**src/itiu_pkg.sv**
```systemverilog
// Purpose: shared constants for the interval timer and interrupt unit
// Assumes: bytewide io bus, 16-bit byte addresses
// Notes:   timer registers sit in the low byte of aligned longwords
package itiu_pkg;
	localparam logic [15:0] TIMER_BLOCK_BASE = 16'h4000;
	localparam logic [15:0] OFS_CH0_DATA     = 16'h0000;
	localparam logic [15:0] OFS_CH1_DATA     = 16'h0004;
	localparam logic [15:0] OFS_CH2_DATA     = 16'h0008;
	localparam logic [15:0] OFS_CONTROL      = 16'h000C;
	localparam logic [15:0] OFS_STATUS_PEEK  = 16'h0010;
	localparam logic [15:0] OFS_STATUS_CLEAR = 16'h0014;
	localparam logic [15:0] HEARTBEAT_CLEAR  = 16'h2000;
	// control byte fields
	localparam int CTL_SEL_HI  = 7;
	localparam int CTL_SEL_LO  = 6;
	localparam int CTL_ACC_HI  = 5;
	localparam int CTL_ACC_LO  = 4;
	localparam int CTL_MODE_HI = 3;
	localparam int CTL_MODE_LO = 1;
	localparam int CTL_BCD     = 0;
	localparam logic [1:0] SEL_STATUS_READ = 2'b11;
	// read-back command: bit 5 low latches count, bit 4 low latches status
	localparam int RB_NO_COUNT  = 5;
	localparam int RB_NO_STATUS = 4;
	// access modes
	localparam logic [1:0] ACC_LATCH = 2'b00;
	localparam logic [1:0] ACC_LSB   = 2'b01;
	localparam logic [1:0] ACC_MSB   = 2'b10;
	localparam logic [1:0] ACC_BOTH  = 2'b11;
	// counting modes
	localparam logic [2:0] MODE_ONESHOT_SW = 3'h0;
	localparam logic [2:0] MODE_ONESHOT_HW = 3'h1;
	localparam logic [2:0] MODE_SQUARE     = 3'h3;
	localparam logic [2:0] MODE_STROBE_HW  = 3'h5;
	// status register fields
	localparam int ST_EXP0 = 0;
	localparam int ST_EXP2 = 1;
	localparam int ST_EN0  = 4;
	localparam int ST_EN2  = 5;
	localparam logic [1:0] ST_EXP_RESET = 2'b00;
	localparam logic [1:0] ST_EN_RESET  = 2'b00;
	localparam logic [2:0] MODE_RESET   = 3'h0;
	localparam logic [1:0] ACC_RESET    = 2'b11;
	localparam logic [15:0] COUNT_RESET = 16'h0000;
	// timing
	localparam longint SYS_CLK_HZ  = 200000000;
	localparam longint CH_CLK_HZ   = 10000000;
	localparam int     CH_DIV      = int'(SYS_CLK_HZ / CH_CLK_HZ);
	localparam int     NUM_CH      = 3;
endpackage

```
**src/itiu_top.sv**
```systemverilog
// Purpose: three-channel 16-bit interval timer with timer and heartbeat interrupts
// Assumes: one-cycle bus_rd/bus_wr strobes, pins are asynchronous to clk
// Notes:   binary counting only; a count of zero acts as 65536 in modes 0, 1 and 5
//
// Function
// [RULE_01] mode 0: output low on count write, high after N+1 ticks
// [RULE_02] mode 0: count written mid-run loads on next tick, retriggers
// [RULE_03] mode 1: gate fall loads counter, output low N ticks
// [RULE_04] mode 1: each trigger restarts pulse; new count waits for trigger
// [RULE_05] mode 3: square wave period N, high (N+1)/2, low (N-1)/2
// [RULE_06] channel 0 mode 3: gate low reloads original count, restarts
// [RULE_07] mode 5: gate fall, after N+1 ticks output low one tick
// [RULE_08] software uses mode 0 on channels 1,2 N>=3, mode 3 N>=5
// [RULE_09] modes 1 and 5 only on channel 0, clock below 3 MHz
// [RULE_10] status-read byte freezes state; next data read returns it
// [RULE_11] rising output of channels 0 and 2 always sets status bit
// [RULE_12] channels 1,2 tick at 10 MHz; channel 0 from external clock
// [RULE_13] gates of channels 1 and 2 tied active, no triggers
// [RULE_14] channel 0 gate synchronised, each fall gives one-tick pulse
// [RULE_15] combined timer request drives system and peripheral controllers
// [RULE_16] request is (bit0 and bit4) or (bit1 and bit5)
// [RULE_17] status reads show channel 2 enable bit 5, channel 0 bit 4
// [RULE_18] read at 0x14 clears bits 1:0; read at 0x10 changes nothing
// [RULE_19] write 0x10 toggles bit 4, write 0x14 toggles bit 5
// [RULE_20] channel 1 output goes raw to system controller input 3
// [RULE_21] channel 1,2 outputs driven active low; channel 0 inputs active low
// [RULE_22] heartbeat rising edge sets latched peripheral request input 1
// [RULE_23] heartbeat request cleared only by write to clear register
// [RULE_24] control byte: select 7:6, access 5:4, mode 3:1, bcd 0
// [RULE_25] 16-bit count via byte register, low byte then high byte
// [RULE_26] control at 0x0C, data registers at 0x00, 0x04, 0x08
// [RULE_27] reset clears expiry bits and enables, request deasserted
`timescale 1ns/1ps
module itiu_top
	import itiu_pkg::*;
#(
	parameter int DIV = CH_DIV
) (
	input  wire logic        clk,
	input  wire logic        reset_n,
	input  wire logic        ce,
	input  wire logic [15:0] bus_addr,
	input  wire logic        bus_rd,
	input  wire logic        bus_wr,
	input  wire logic [7:0]  bus_wdata,
	output logic      [7:0]  bus_rdata,
	input  wire logic        ext_count_clock_n,
	input  wire logic        ext_trigger_gate_n,
	input  wire logic        heartbeat_wave,
	output logic             channel1_ext_out_n,
	output logic             channel2_ext_out_n,
	output logic             timer_irq_line,
	output logic             timer_irq_periph,
	output logic             channel1_sys_irq,
	output logic             heartbeat_irq_input
);
	// pin synchronisers: 0 count clock, 1 gate, 2 heartbeat
	logic [2:0]  sync1_ff, sync2_ff, sync3_ff, lvl_ff;
	logic [2:0]  pin_fall, pin_rise;
	logic [$clog2(DIV+1)-1:0] pre_ff;
	logic [NUM_CH-1:0] tick;
	logic        gate_pulse;

	logic [2:0]  mode_ff   [NUM_CH];
	logic [1:0]  acc_ff    [NUM_CH];
	logic        bcd_ff    [NUM_CH];
	logic [15:0] reload_ff [NUM_CH];
	logic [15:0] cnt_ff    [NUM_CH];
	logic [15:0] latch_ff  [NUM_CH];
	logic [7:0]  stat_ff   [NUM_CH];
	logic [NUM_CH-1:0] out_ff, run_ff, ld_pend_ff, wr_hi_ff, rd_hi_ff;
	logic [NUM_CH-1:0] st_lat_ff, cl_lat_ff;
	logic        trig_pend_ff;
	logic [1:0]  exp_ff, en_ff;
	logic [1:0]  nxt_exp, nxt_en;
	logic        out0_d_ff, out2_d_ff;
	logic        hb_ff;
	logic        nxt_hb;

	logic        wr_ctl, rd_peek, rd_clr, wr_peek, wr_clr, wr_hb;
	logic [NUM_CH-1:0] wr_dat, rd_dat;
	logic [1:0]  ctl_sel;

	function automatic logic hit(input logic [15:0] a, input logic [15:0] ofs);
		return a == (TIMER_BLOCK_BASE + ofs);
	endfunction

	function automatic logic [15:0] half_hi(input logic [15:0] n);
		return 16'((17'(n) + 17'h00001) >> 1);
	endfunction

	// address decode [RULE_26]
	always_comb begin
		wr_ctl  = bus_wr && hit(bus_addr, OFS_CONTROL);
		wr_peek = bus_wr && hit(bus_addr, OFS_STATUS_PEEK);
		wr_clr  = bus_wr && hit(bus_addr, OFS_STATUS_CLEAR);
		rd_peek = bus_rd && hit(bus_addr, OFS_STATUS_PEEK);
		rd_clr  = bus_rd && hit(bus_addr, OFS_STATUS_CLEAR);
		wr_hb   = bus_wr && (bus_addr == HEARTBEAT_CLEAR);
		wr_dat[0] = bus_wr && hit(bus_addr, OFS_CH0_DATA);
		wr_dat[1] = bus_wr && hit(bus_addr, OFS_CH1_DATA);
		wr_dat[2] = bus_wr && hit(bus_addr, OFS_CH2_DATA);
		rd_dat[0] = bus_rd && hit(bus_addr, OFS_CH0_DATA);
		rd_dat[1] = bus_rd && hit(bus_addr, OFS_CH1_DATA);
		rd_dat[2] = bus_rd && hit(bus_addr, OFS_CH2_DATA);
		ctl_sel = bus_wdata[CTL_SEL_HI:CTL_SEL_LO];
	end

	// three-stage synchronisers; a change counts once stages two and three agree
	always_ff @(posedge clk or negedge reset_n) begin
		if (!reset_n) begin
			sync1_ff <= 3'h7;
			sync2_ff <= 3'h7;
			sync3_ff <= 3'h7;
			lvl_ff   <= 3'h7;
		end else if (ce) begin
			sync1_ff <= {heartbeat_wave, ext_trigger_gate_n, ext_count_clock_n};
			sync2_ff <= sync1_ff;
			sync3_ff <= sync2_ff;
			for (int k = 0; k < 3; k++) begin
				if (sync2_ff[k] == sync3_ff[k])
					lvl_ff[k] <= sync3_ff[k];
			end
		end
	end

	always_comb begin
		for (int k = 0; k < 3; k++) begin
			pin_fall[k] = (sync2_ff[k] == sync3_ff[k]) && !sync3_ff[k] && lvl_ff[k];
			pin_rise[k] = (sync2_ff[k] == sync3_ff[k]) && sync3_ff[k] && !lvl_ff[k];
		end
		// active-low clock: asserting edge is the fall [RULE_21]
		tick[0]    = pin_fall[0]; // [RULE_12]
		gate_pulse = pin_fall[1]; // single-cycle pulse per gate fall [RULE_14]
		tick[1]    = (pre_ff == ($bits(pre_ff))'(DIV - 1)); // [RULE_12]
		tick[2]    = tick[1];
	end

	// 10 MHz tick for channels 1 and 2
	always_ff @(posedge clk or negedge reset_n) begin
		if (!reset_n)
			pre_ff <= '0;
		else if (ce)
			pre_ff <= tick[1] ? '0 : pre_ff + 1'b1;
	end

	// channel 0 trigger held until its next clock tick or a channel 0 control write; channels 1,2 never trigger [RULE_13]
	always_ff @(posedge clk or negedge reset_n) begin
		if (!reset_n) begin
			trig_pend_ff <= 1'b0;
		end else if (ce) begin
			if (gate_pulse)
				trig_pend_ff <= 1'b1;
			else if (tick[0] || (wr_ctl && ctl_sel == 2'b00))
				trig_pend_ff <= 1'b0;
		end
	end

	// counting engines
	always_ff @(posedge clk or negedge reset_n) begin
		if (!reset_n) begin
			for (int i = 0; i < NUM_CH; i++) begin
				mode_ff[i]   <= MODE_RESET;
				acc_ff[i]    <= ACC_RESET;
				bcd_ff[i]    <= 1'b0;
				reload_ff[i] <= COUNT_RESET;
				cnt_ff[i]    <= COUNT_RESET;
			end
			out_ff     <= '1;
			run_ff     <= '0;
			ld_pend_ff <= '0;
			wr_hi_ff   <= '0;
		end else if (ce) begin
			for (int i = 0; i < NUM_CH; i++) begin
				if (tick[i]) begin
					case (mode_ff[i])
						MODE_ONESHOT_SW: begin
							if (ld_pend_ff[i]) begin
								cnt_ff[i]     <= reload_ff[i]; // [RULE_02]
								ld_pend_ff[i] <= 1'b0;
								run_ff[i]     <= 1'b1;
							end else if (run_ff[i]) begin
								cnt_ff[i] <= cnt_ff[i] - 16'h0001;
								if (cnt_ff[i] == 16'h0001) begin
									out_ff[i] <= 1'b1; // load tick plus N [RULE_01]
									run_ff[i] <= 1'b0;
								end
							end
						end
						MODE_ONESHOT_HW: begin
							if (i == 0 && trig_pend_ff) begin
								cnt_ff[i] <= reload_ff[i]; // [RULE_03] [RULE_04]
								out_ff[i] <= 1'b0;
								run_ff[i] <= 1'b1;
							end else if (run_ff[i]) begin
								cnt_ff[i] <= cnt_ff[i] - 16'h0001;
								if (cnt_ff[i] == 16'h0001) begin
									out_ff[i] <= 1'b1; // [RULE_03]
									run_ff[i] <= 1'b0;
								end
							end
						end
						MODE_SQUARE: begin
							if (ld_pend_ff[i] || (i == 0 && trig_pend_ff)) begin
								cnt_ff[i]     <= half_hi(reload_ff[i]); // [RULE_06]
								out_ff[i]     <= 1'b1;
								run_ff[i]     <= 1'b1;
								ld_pend_ff[i] <= 1'b0;
							end else if (run_ff[i]) begin
								if (cnt_ff[i] <= 16'h0001) begin
									out_ff[i] <= ~out_ff[i];
									// odd N: high (N+1)/2, low (N-1)/2 [RULE_05]
									cnt_ff[i] <= out_ff[i] ? (reload_ff[i] >> 1)
										: half_hi(reload_ff[i]);
								end else begin
									cnt_ff[i] <= cnt_ff[i] - 16'h0001;
								end
							end
						end
						MODE_STROBE_HW: begin
							if (i == 0 && trig_pend_ff) begin
								cnt_ff[i] <= reload_ff[i]; // retrigger restarts delay [RULE_07]
								out_ff[i] <= 1'b1;
								run_ff[i] <= 1'b1;
							end else if (run_ff[i]) begin
								cnt_ff[i] <= cnt_ff[i] - 16'h0001;
								if (cnt_ff[i] == 16'h0001) begin
									out_ff[i] <= 1'b0; // [RULE_07]
									run_ff[i] <= 1'b0;
								end
							end else if (!out_ff[i]) begin
								out_ff[i] <= 1'b1;
							end
						end
						default: begin
							// modes 2, 4, 6 and 7 are not supported; channel holds its state
							out_ff[i] <= out_ff[i];
						end
					endcase
				end
				// bus writes placed last so they win over a same-cycle tick
				if (wr_ctl && ctl_sel == 2'(i)
						&& bus_wdata[CTL_ACC_HI:CTL_ACC_LO] != ACC_LATCH) begin
					mode_ff[i]    <= bus_wdata[CTL_MODE_HI:CTL_MODE_LO]; // [RULE_24]
					acc_ff[i]     <= bus_wdata[CTL_ACC_HI:CTL_ACC_LO];
					bcd_ff[i]     <= bus_wdata[CTL_BCD];
					wr_hi_ff[i]   <= 1'b0;
					run_ff[i]     <= 1'b0;
					ld_pend_ff[i] <= 1'b0;
					out_ff[i]     <= 1'b1; // every mode idles high until armed [RULE_01]
				end else if (wr_dat[i]) begin
					case (acc_ff[i]) // [RULE_25]
						ACC_LSB: reload_ff[i][7:0]  <= bus_wdata;
						ACC_MSB: reload_ff[i][15:8] <= bus_wdata;
						default: begin
							if (wr_hi_ff[i])
								reload_ff[i][15:8] <= bus_wdata;
							else
								reload_ff[i][7:0] <= bus_wdata;
							wr_hi_ff[i] <= ~wr_hi_ff[i];
						end
					endcase
					// count complete on single byte or on the high byte
					if (acc_ff[i] != ACC_BOTH || wr_hi_ff[i]) begin
						if (mode_ff[i] == MODE_ONESHOT_SW) begin
							ld_pend_ff[i] <= 1'b1; // [RULE_02]
							out_ff[i]     <= 1'b0; // [RULE_01]
						end else if (mode_ff[i] == MODE_SQUARE && !run_ff[i]) begin
							ld_pend_ff[i] <= 1'b1;
						end
						// modes 1 and 5 keep the new count until a trigger [RULE_04]
					end
				end
			end
		end
	end

	// read-back: freeze status and count for the next data reads [RULE_10]
	always_ff @(posedge clk or negedge reset_n) begin
		if (!reset_n) begin
			st_lat_ff <= '0;
			cl_lat_ff <= '0;
			rd_hi_ff  <= '0;
			for (int i = 0; i < NUM_CH; i++) begin
				stat_ff[i]  <= 8'h00;
				latch_ff[i] <= COUNT_RESET;
			end
		end else if (ce) begin
			for (int i = 0; i < NUM_CH; i++) begin
				if (rd_dat[i]) begin
					if (st_lat_ff[i]) begin
						st_lat_ff[i] <= 1'b0;
					end else begin
						if (acc_ff[i] == ACC_BOTH)
							rd_hi_ff[i] <= ~rd_hi_ff[i];
						if (acc_ff[i] != ACC_BOTH || rd_hi_ff[i])
							cl_lat_ff[i] <= 1'b0;
					end
				end
				if (wr_ctl && ctl_sel == SEL_STATUS_READ && bus_wdata[CTL_MODE_LO + i]) begin
					if (!bus_wdata[RB_NO_STATUS] && !st_lat_ff[i]) begin
						st_lat_ff[i] <= 1'b1;
						stat_ff[i]   <= {out_ff[i], 1'b0, acc_ff[i], mode_ff[i], bcd_ff[i]};
					end
					if (!bus_wdata[RB_NO_COUNT] && !cl_lat_ff[i]) begin
						cl_lat_ff[i] <= 1'b1;
						latch_ff[i]  <= cnt_ff[i];
					end
				end else if (wr_ctl && ctl_sel == 2'(i)) begin
					if (bus_wdata[CTL_ACC_HI:CTL_ACC_LO] == ACC_LATCH) begin
						if (!cl_lat_ff[i]) begin
							cl_lat_ff[i] <= 1'b1;
							latch_ff[i]  <= cnt_ff[i];
						end
					end else begin
						rd_hi_ff[i]  <= 1'b0;
						st_lat_ff[i] <= 1'b0;
						cl_lat_ff[i] <= 1'b0;
					end
				end
			end
		end
	end

	// read data, one cycle after the strobe
	always_ff @(posedge clk or negedge reset_n) begin
		if (!reset_n) begin
			bus_rdata <= 8'h00;
		end else if (ce && bus_rd) begin
			bus_rdata <= 8'h00;
			if (rd_peek || rd_clr)
				bus_rdata <= {2'b00, en_ff, 2'b00, exp_ff}; // [RULE_17]
			for (int i = 0; i < NUM_CH; i++) begin
				if (rd_dat[i]) begin
					if (st_lat_ff[i])
						bus_rdata <= stat_ff[i];
					else if (acc_ff[i] == ACC_MSB || (acc_ff[i] == ACC_BOTH && rd_hi_ff[i]))
						bus_rdata <= cl_lat_ff[i] ? latch_ff[i][15:8] : cnt_ff[i][15:8];
					else
						bus_rdata <= cl_lat_ff[i] ? latch_ff[i][7:0] : cnt_ff[i][7:0];
				end
			end
		end
	end

	// expiry status and enables; a new expiry wins over a clearing read
	always_comb begin
		nxt_exp = exp_ff;
		nxt_en  = en_ff;
		if (rd_clr)
			nxt_exp = 2'b00; // [RULE_18]
		if (out_ff[0] && !out0_d_ff)
			nxt_exp[ST_EXP0] = 1'b1; // [RULE_11]
		if (out_ff[2] && !out2_d_ff)
			nxt_exp[ST_EXP2] = 1'b1; // [RULE_11]
		if (wr_peek)
			nxt_en[0] = ~en_ff[0]; // [RULE_19]
		if (wr_clr)
			nxt_en[1] = ~en_ff[1]; // [RULE_19]
		nxt_hb = hb_ff;
		if (wr_hb)
			nxt_hb = 1'b0; // [RULE_23]
		if (pin_rise[2])
			nxt_hb = 1'b1; // [RULE_22]
	end

	// request computed from next state so the pin lines up with the register
	always_ff @(posedge clk or negedge reset_n) begin
		if (!reset_n) begin
			exp_ff           <= ST_EXP_RESET; // [RULE_27]
			en_ff            <= ST_EN_RESET; // [RULE_27]
			out0_d_ff        <= 1'b1;
			out2_d_ff        <= 1'b1;
			timer_irq_line   <= 1'b0;
			timer_irq_periph <= 1'b0;
		end else if (ce) begin
			exp_ff    <= nxt_exp;
			en_ff     <= nxt_en;
			out0_d_ff <= out_ff[0];
			out2_d_ff <= out_ff[2];
			// [RULE_16] [RULE_15]
			timer_irq_line   <= (nxt_exp[ST_EXP0] & nxt_en[0]) | (nxt_exp[ST_EXP2] & nxt_en[1]);
			timer_irq_periph <= (nxt_exp[ST_EXP0] & nxt_en[0]) | (nxt_exp[ST_EXP2] & nxt_en[1]);
		end
	end

	// pins and heartbeat
	always_ff @(posedge clk or negedge reset_n) begin
		if (!reset_n) begin
			hb_ff               <= 1'b0;
			heartbeat_irq_input <= 1'b0;
			channel1_ext_out_n  <= 1'b0;
			channel2_ext_out_n  <= 1'b0;
			channel1_sys_irq    <= 1'b1;
		end else if (ce) begin
			hb_ff               <= nxt_hb;
			heartbeat_irq_input <= nxt_hb; // [RULE_22]
			channel1_ext_out_n  <= ~out_ff[1]; // [RULE_21]
			channel2_ext_out_n  <= ~out_ff[2]; // [RULE_21]
			channel1_sys_irq    <= out_ff[1]; // raw, not through status [RULE_20]
		end
	end

endmodule // itiu_top

```
**config.mk**
```make
export PLATFORM = sky130hd
export DESIGN_NAME = itiu_top
export DESIGN_NICKNAME = d
export VERILOG_FILES = /design/src/itiu_pkg.sv /design/src/itiu_top.sv
export SDC_FILE = /design/constraint.sdc
export NUM_CORES = 1
export LEC_CHECK = 0
export ABC_AREA = 0
export BUFFER_PORTS_ARGS = -buffer_cell sky130_fd_sc_hd__buf_2
export CORE_UTILIZATION = 31
export CTS_CLUSTER_DIAMETER = 30
export DETAILED_ROUTE_END_ITERATION = 10
export GPL_TIMING_DRIVEN = 0
export PLACE_DENSITY = 0.47
export SYNTH_ARGS = -nofsm -noshare
export SYNTH_HDL_FRONTEND = slang
export SYNTH_SLANG_ARGS = --single-unit
```
**constraint.sdc**
```tcl
create_clock -name clk -period 6.9 [get_ports clk]
set_input_delay 1.38 -clock clk [delete_from_list [all_inputs] [get_ports clk]]
set_output_delay 1.38 -clock clk [all_outputs]
set_load 0.02 [all_outputs]
```
==> qor.csv <==
metric,value,unit
"Async S/R FF share, synth",100,%
count of buffers from port buffering,44,
RSZ-0062 raised after global routing,no,
Worst Path Required,7.34,ns
Die Y,229,um
post-synthesis sequential area ratio,38.0,%
CTS Root Cell,clkbuf_16,
initial antenna violation count,6,
Post-DP Area,17100,um2
CTS buffer count,71,
skew final,0.0363,ns
via count,14358,
Post-Syn Nets,1756,
Worst VDD drop,0.177,mV
hold depth,1,
share of cells above drive strength 1,17.7,%
Worst-Margin Slew,1.25,ns
final worst path period need,3.92,ns
Post-synth EDFFs,0,
max-slew violation count,0,
Syn Inst Count,1696,
Setup WS post-layout,2.98,ns
Worst Path Max Fanout,10,
Clock Latency Late Sink,0.60,ns
Lkg Pwr,8.20,nW
pwr/cell area,311,nW/um2
Die X,229,um
CP max stage cell,nor4_4,
slew margin rel.,16.2,%
worst reg2reg path startpoint,cnt_ff[16]$_DFFE_PN0P_,
ANT nets after route,0,
total power,6.07,mW
CP dominant cell by count,buf_2,
Top Ports,46,
Hold WC Path Type,reg -> reg,
hold buffers post-CTS,0,
placed cells,2415,
Starting Density,31.6,%
vias per cell,5.65,
Post-Layout Cell Count,2540,
mapped cell area,16000,um2
DR iter-0 viols,1262,
clk sink count,241,
Place WS,2.44,ns
CTS tree,done,
Hold Path Sink,latch_ff[20]$_DFFE_PN0P_,
Yosys cell types,93,
worst stage delay on the critical path,0.73,ns
Total GRT Usage,22.0,%
nets,1876,
antenna fix cells,0,
# DRC,0,
clock power share,53.8,%
crit share post-route,56.8,%
hold path start,latch_ff[20]$_DFFE_PN0P_,
max_cap viols,0,
Synth Flop Type,dfrtp_1,
Core ar.,50500,um2
WP data arrival,4.36,ns
DR WL/cell,22.5,um
vias in the first global route,14186,
first-pass GRT wire length,89.0,mm
"critical path, cell by cell",buf_2 -> nor4_1 -> nand4_1 -> nand4b_1 -> nor4_4 -> buf_2 -> mux2_1,
fillers,5108,
Reg power frac,26.6,%
final hold violations,0,
reg2reg setup slack,3.66,ns
clock-pin transition on the worst setup and hold timing paths,0.04,ns
final setup vio count,0,
Psw,1.83,mW
final wirelength,57.1,mm
CTS resizes,0,
"FF+latch count, synth",241,
P_int,4.23,mW
CP endpoint kind,register,
status,completed,
Layout Area Growth over Synthesis,22.2,%
CTS HTree Levels,3,
r2r endpoint,cnt_ff[20]$_DFFE_PN0P_,
Final GP Congestion,0.914,
CP Launch Type,input port,
std cell rows,82,
r2r worst-path depth,11,
Bufs on Longest Clock Path,3,
Sw Ratio,30.2,%
CP Class,in -> reg,
max frequency,255,MHz
Gate power share,19.6,%
Final HPWL DP,41.5,mm
TritonRoute pass-1 iters,7,
post-CTS setup repair buffer count,0,
YS warnings,0,
syn avg cell area,9.41,um2
post-route cell area,19500,um2
largest net degree at the start of global routing,114,
die area,52400,um2
total gr overflow,0,
==> cell usage in the layout, fill, tap and decap left out, types with 22 or more instances in the layout <==
| cell type | netlist | routed |
|---|---|---|
| dfrtp_1 | 217 | 217 |
| nand2_1 | 161 | 161 |
| nor2_1 | 136 | 136 |
| clkbuf_1 | 106 | 120 |
| o21ai_0 | 109 | 109 |
| mux2_2 | 80 | 80 |
| a21oi_1 | 77 | 77 |
| clkbuf_16 | 0 | 71 |
| mux2_1 | 57 | 57 |
| xnor2_1 | 56 | 56 |
| buf_2 | 9 | 52 |
| inv_1 | 45 | 45 |
| nand3_1 | 44 | 44 |
| mux2i_1 | 38 | 38 |
| xor2_1 | 35 | 35 |
| nor3_1 | 34 | 34 |
| o221ai_1 | 32 | 32 |
| ha_1 | 28 | 28 |
| mux4_2 | 24 | 24 |
| dfstp_2 | 24 | 24 |
| nor4_1 | 22 | 22 |
==> sequential cells by signal (all words and copies together) (netlist names), 5 cells and up <==
register / flops
bus_rdata: 8
stat_ff: 21
pre_ff: 5
latch_ff: 48
mode_ff: 9
acc_ff: 6
reload_ff: 48
cnt_ff: 48
==> logic make-up after synthesis <==
logic type,after synthesis,share of synthesized area [%]
AND/OR/NAND/NOR,555,18.1
AO/OA/AOI/OAI,408,17.1
flip-flops,241,38.0
multiplexers,199,15.4
buffers and inverters,174,4.24
XOR/XNOR,91,4.99
adder cells (fa/ha/maj),28,2.19
==> worst max-delay path by stage <==
stage,to,startpoint,cells after the start,slack (ns)
2_1_floorplan,latch_ff[28]$_DFFE_PN0P_,bus_addr[9],6,3.36
3_3_place_gp,latch_ff[1]$_DFFE_PN0P_,reset_n,1,-0.14
3_5_place_dp,latch_ff[27]$_DFFE_PN0P_,bus_addr[9],7,2.44
4_1_cts,latch_ff[30]$_DFFE_PN0P_,bus_addr[9],7,3.04
5_1_grt,latch_ff[30]$_DFFE_PN0P_,bus_addr[9],7,2.82
6_report,latch_ff[22]$_DFFE_PN0P_,bus_addr[9],7,2.98
==> Yosys cell counts, types with 21 or more instances <==
library cell  number  area share (%)
o221ai_1          32             1.8
mux2i_1           38             2.4
inv_1             45             1.1
nor3_1            34             1.1
dfstp_2           24             3.9
nor4_1            22            0.86
xnor2_1           56             3.1
mux2_2            80             5.6
nor2_1           136             3.2
clkbuf_1         106             2.5
nand3_1           44             1.4
mux4_2            24             3.4
o21ai_0          109             3.4
mux2_1            57             4.0
a21oi_1           77             2.4
nand4_1           21            0.82
dfrtp_1          217              34
ha_1              28             2.2
xor2_1            35             1.9
nand2_1          161             3.8
==> critical path: cells and delay by family <==
kind	cells	cell delay, ns
buf+inv	2	0.50
simple gates	4	2.11
mux	1	0.36
==> per-stage QoR <==
stage	hold slack [ns]	util [%]	setup TNS (ns)
floorplan	0.452	-	0
global placement	0.462	33.7	-23.93
detailed placement	0.473	33.9	0
CTS	0.482	38.7	0
global route	0.493	38.7	0
finish	0.476	38.7	0
==> power by group through the flow <==
| stage | registers [mW] | clock network [mW] | logic, mW |
|---|---|---|---|
| 2_1_floorplan | 1.62 | 0 | 0.791 |
| 3_3_place_gp | 1.63 | 0 | 1.16 |
| 3_5_place_dp | 1.63 | 0 | 1.18 |
| 4_1_cts | 1.61 | 3.33 | 1.18 |
| 5_1_grt | 1.63 | 3.41 | 1.29 |
| 6_report | 1.61 | 3.26 | 1.19 |
==> area by class of cell <==
cell class	count	area (um2)	share of cell area (%)
multi-input combinational	1281	9240	47.3
sequential	241	6060	31.1
clock buffer	101	2050	10.5
tap	672	841	4.31
buffer	125	493	2.53
clock inverter	24	359	1.84
timing repair buffer	47	293	1.50
inverter	49	184	0.942
==> metal layers <==
layer	global-route usage, %	wire, um	up-vias
li1	-	-	6528
met3	3.82	2820	123
met1	30.2	26300	7231
met4	7.50	1750	0
met5	0	0	-
met2	34.8	26200	476
Power figures use the tool's default switching activity.
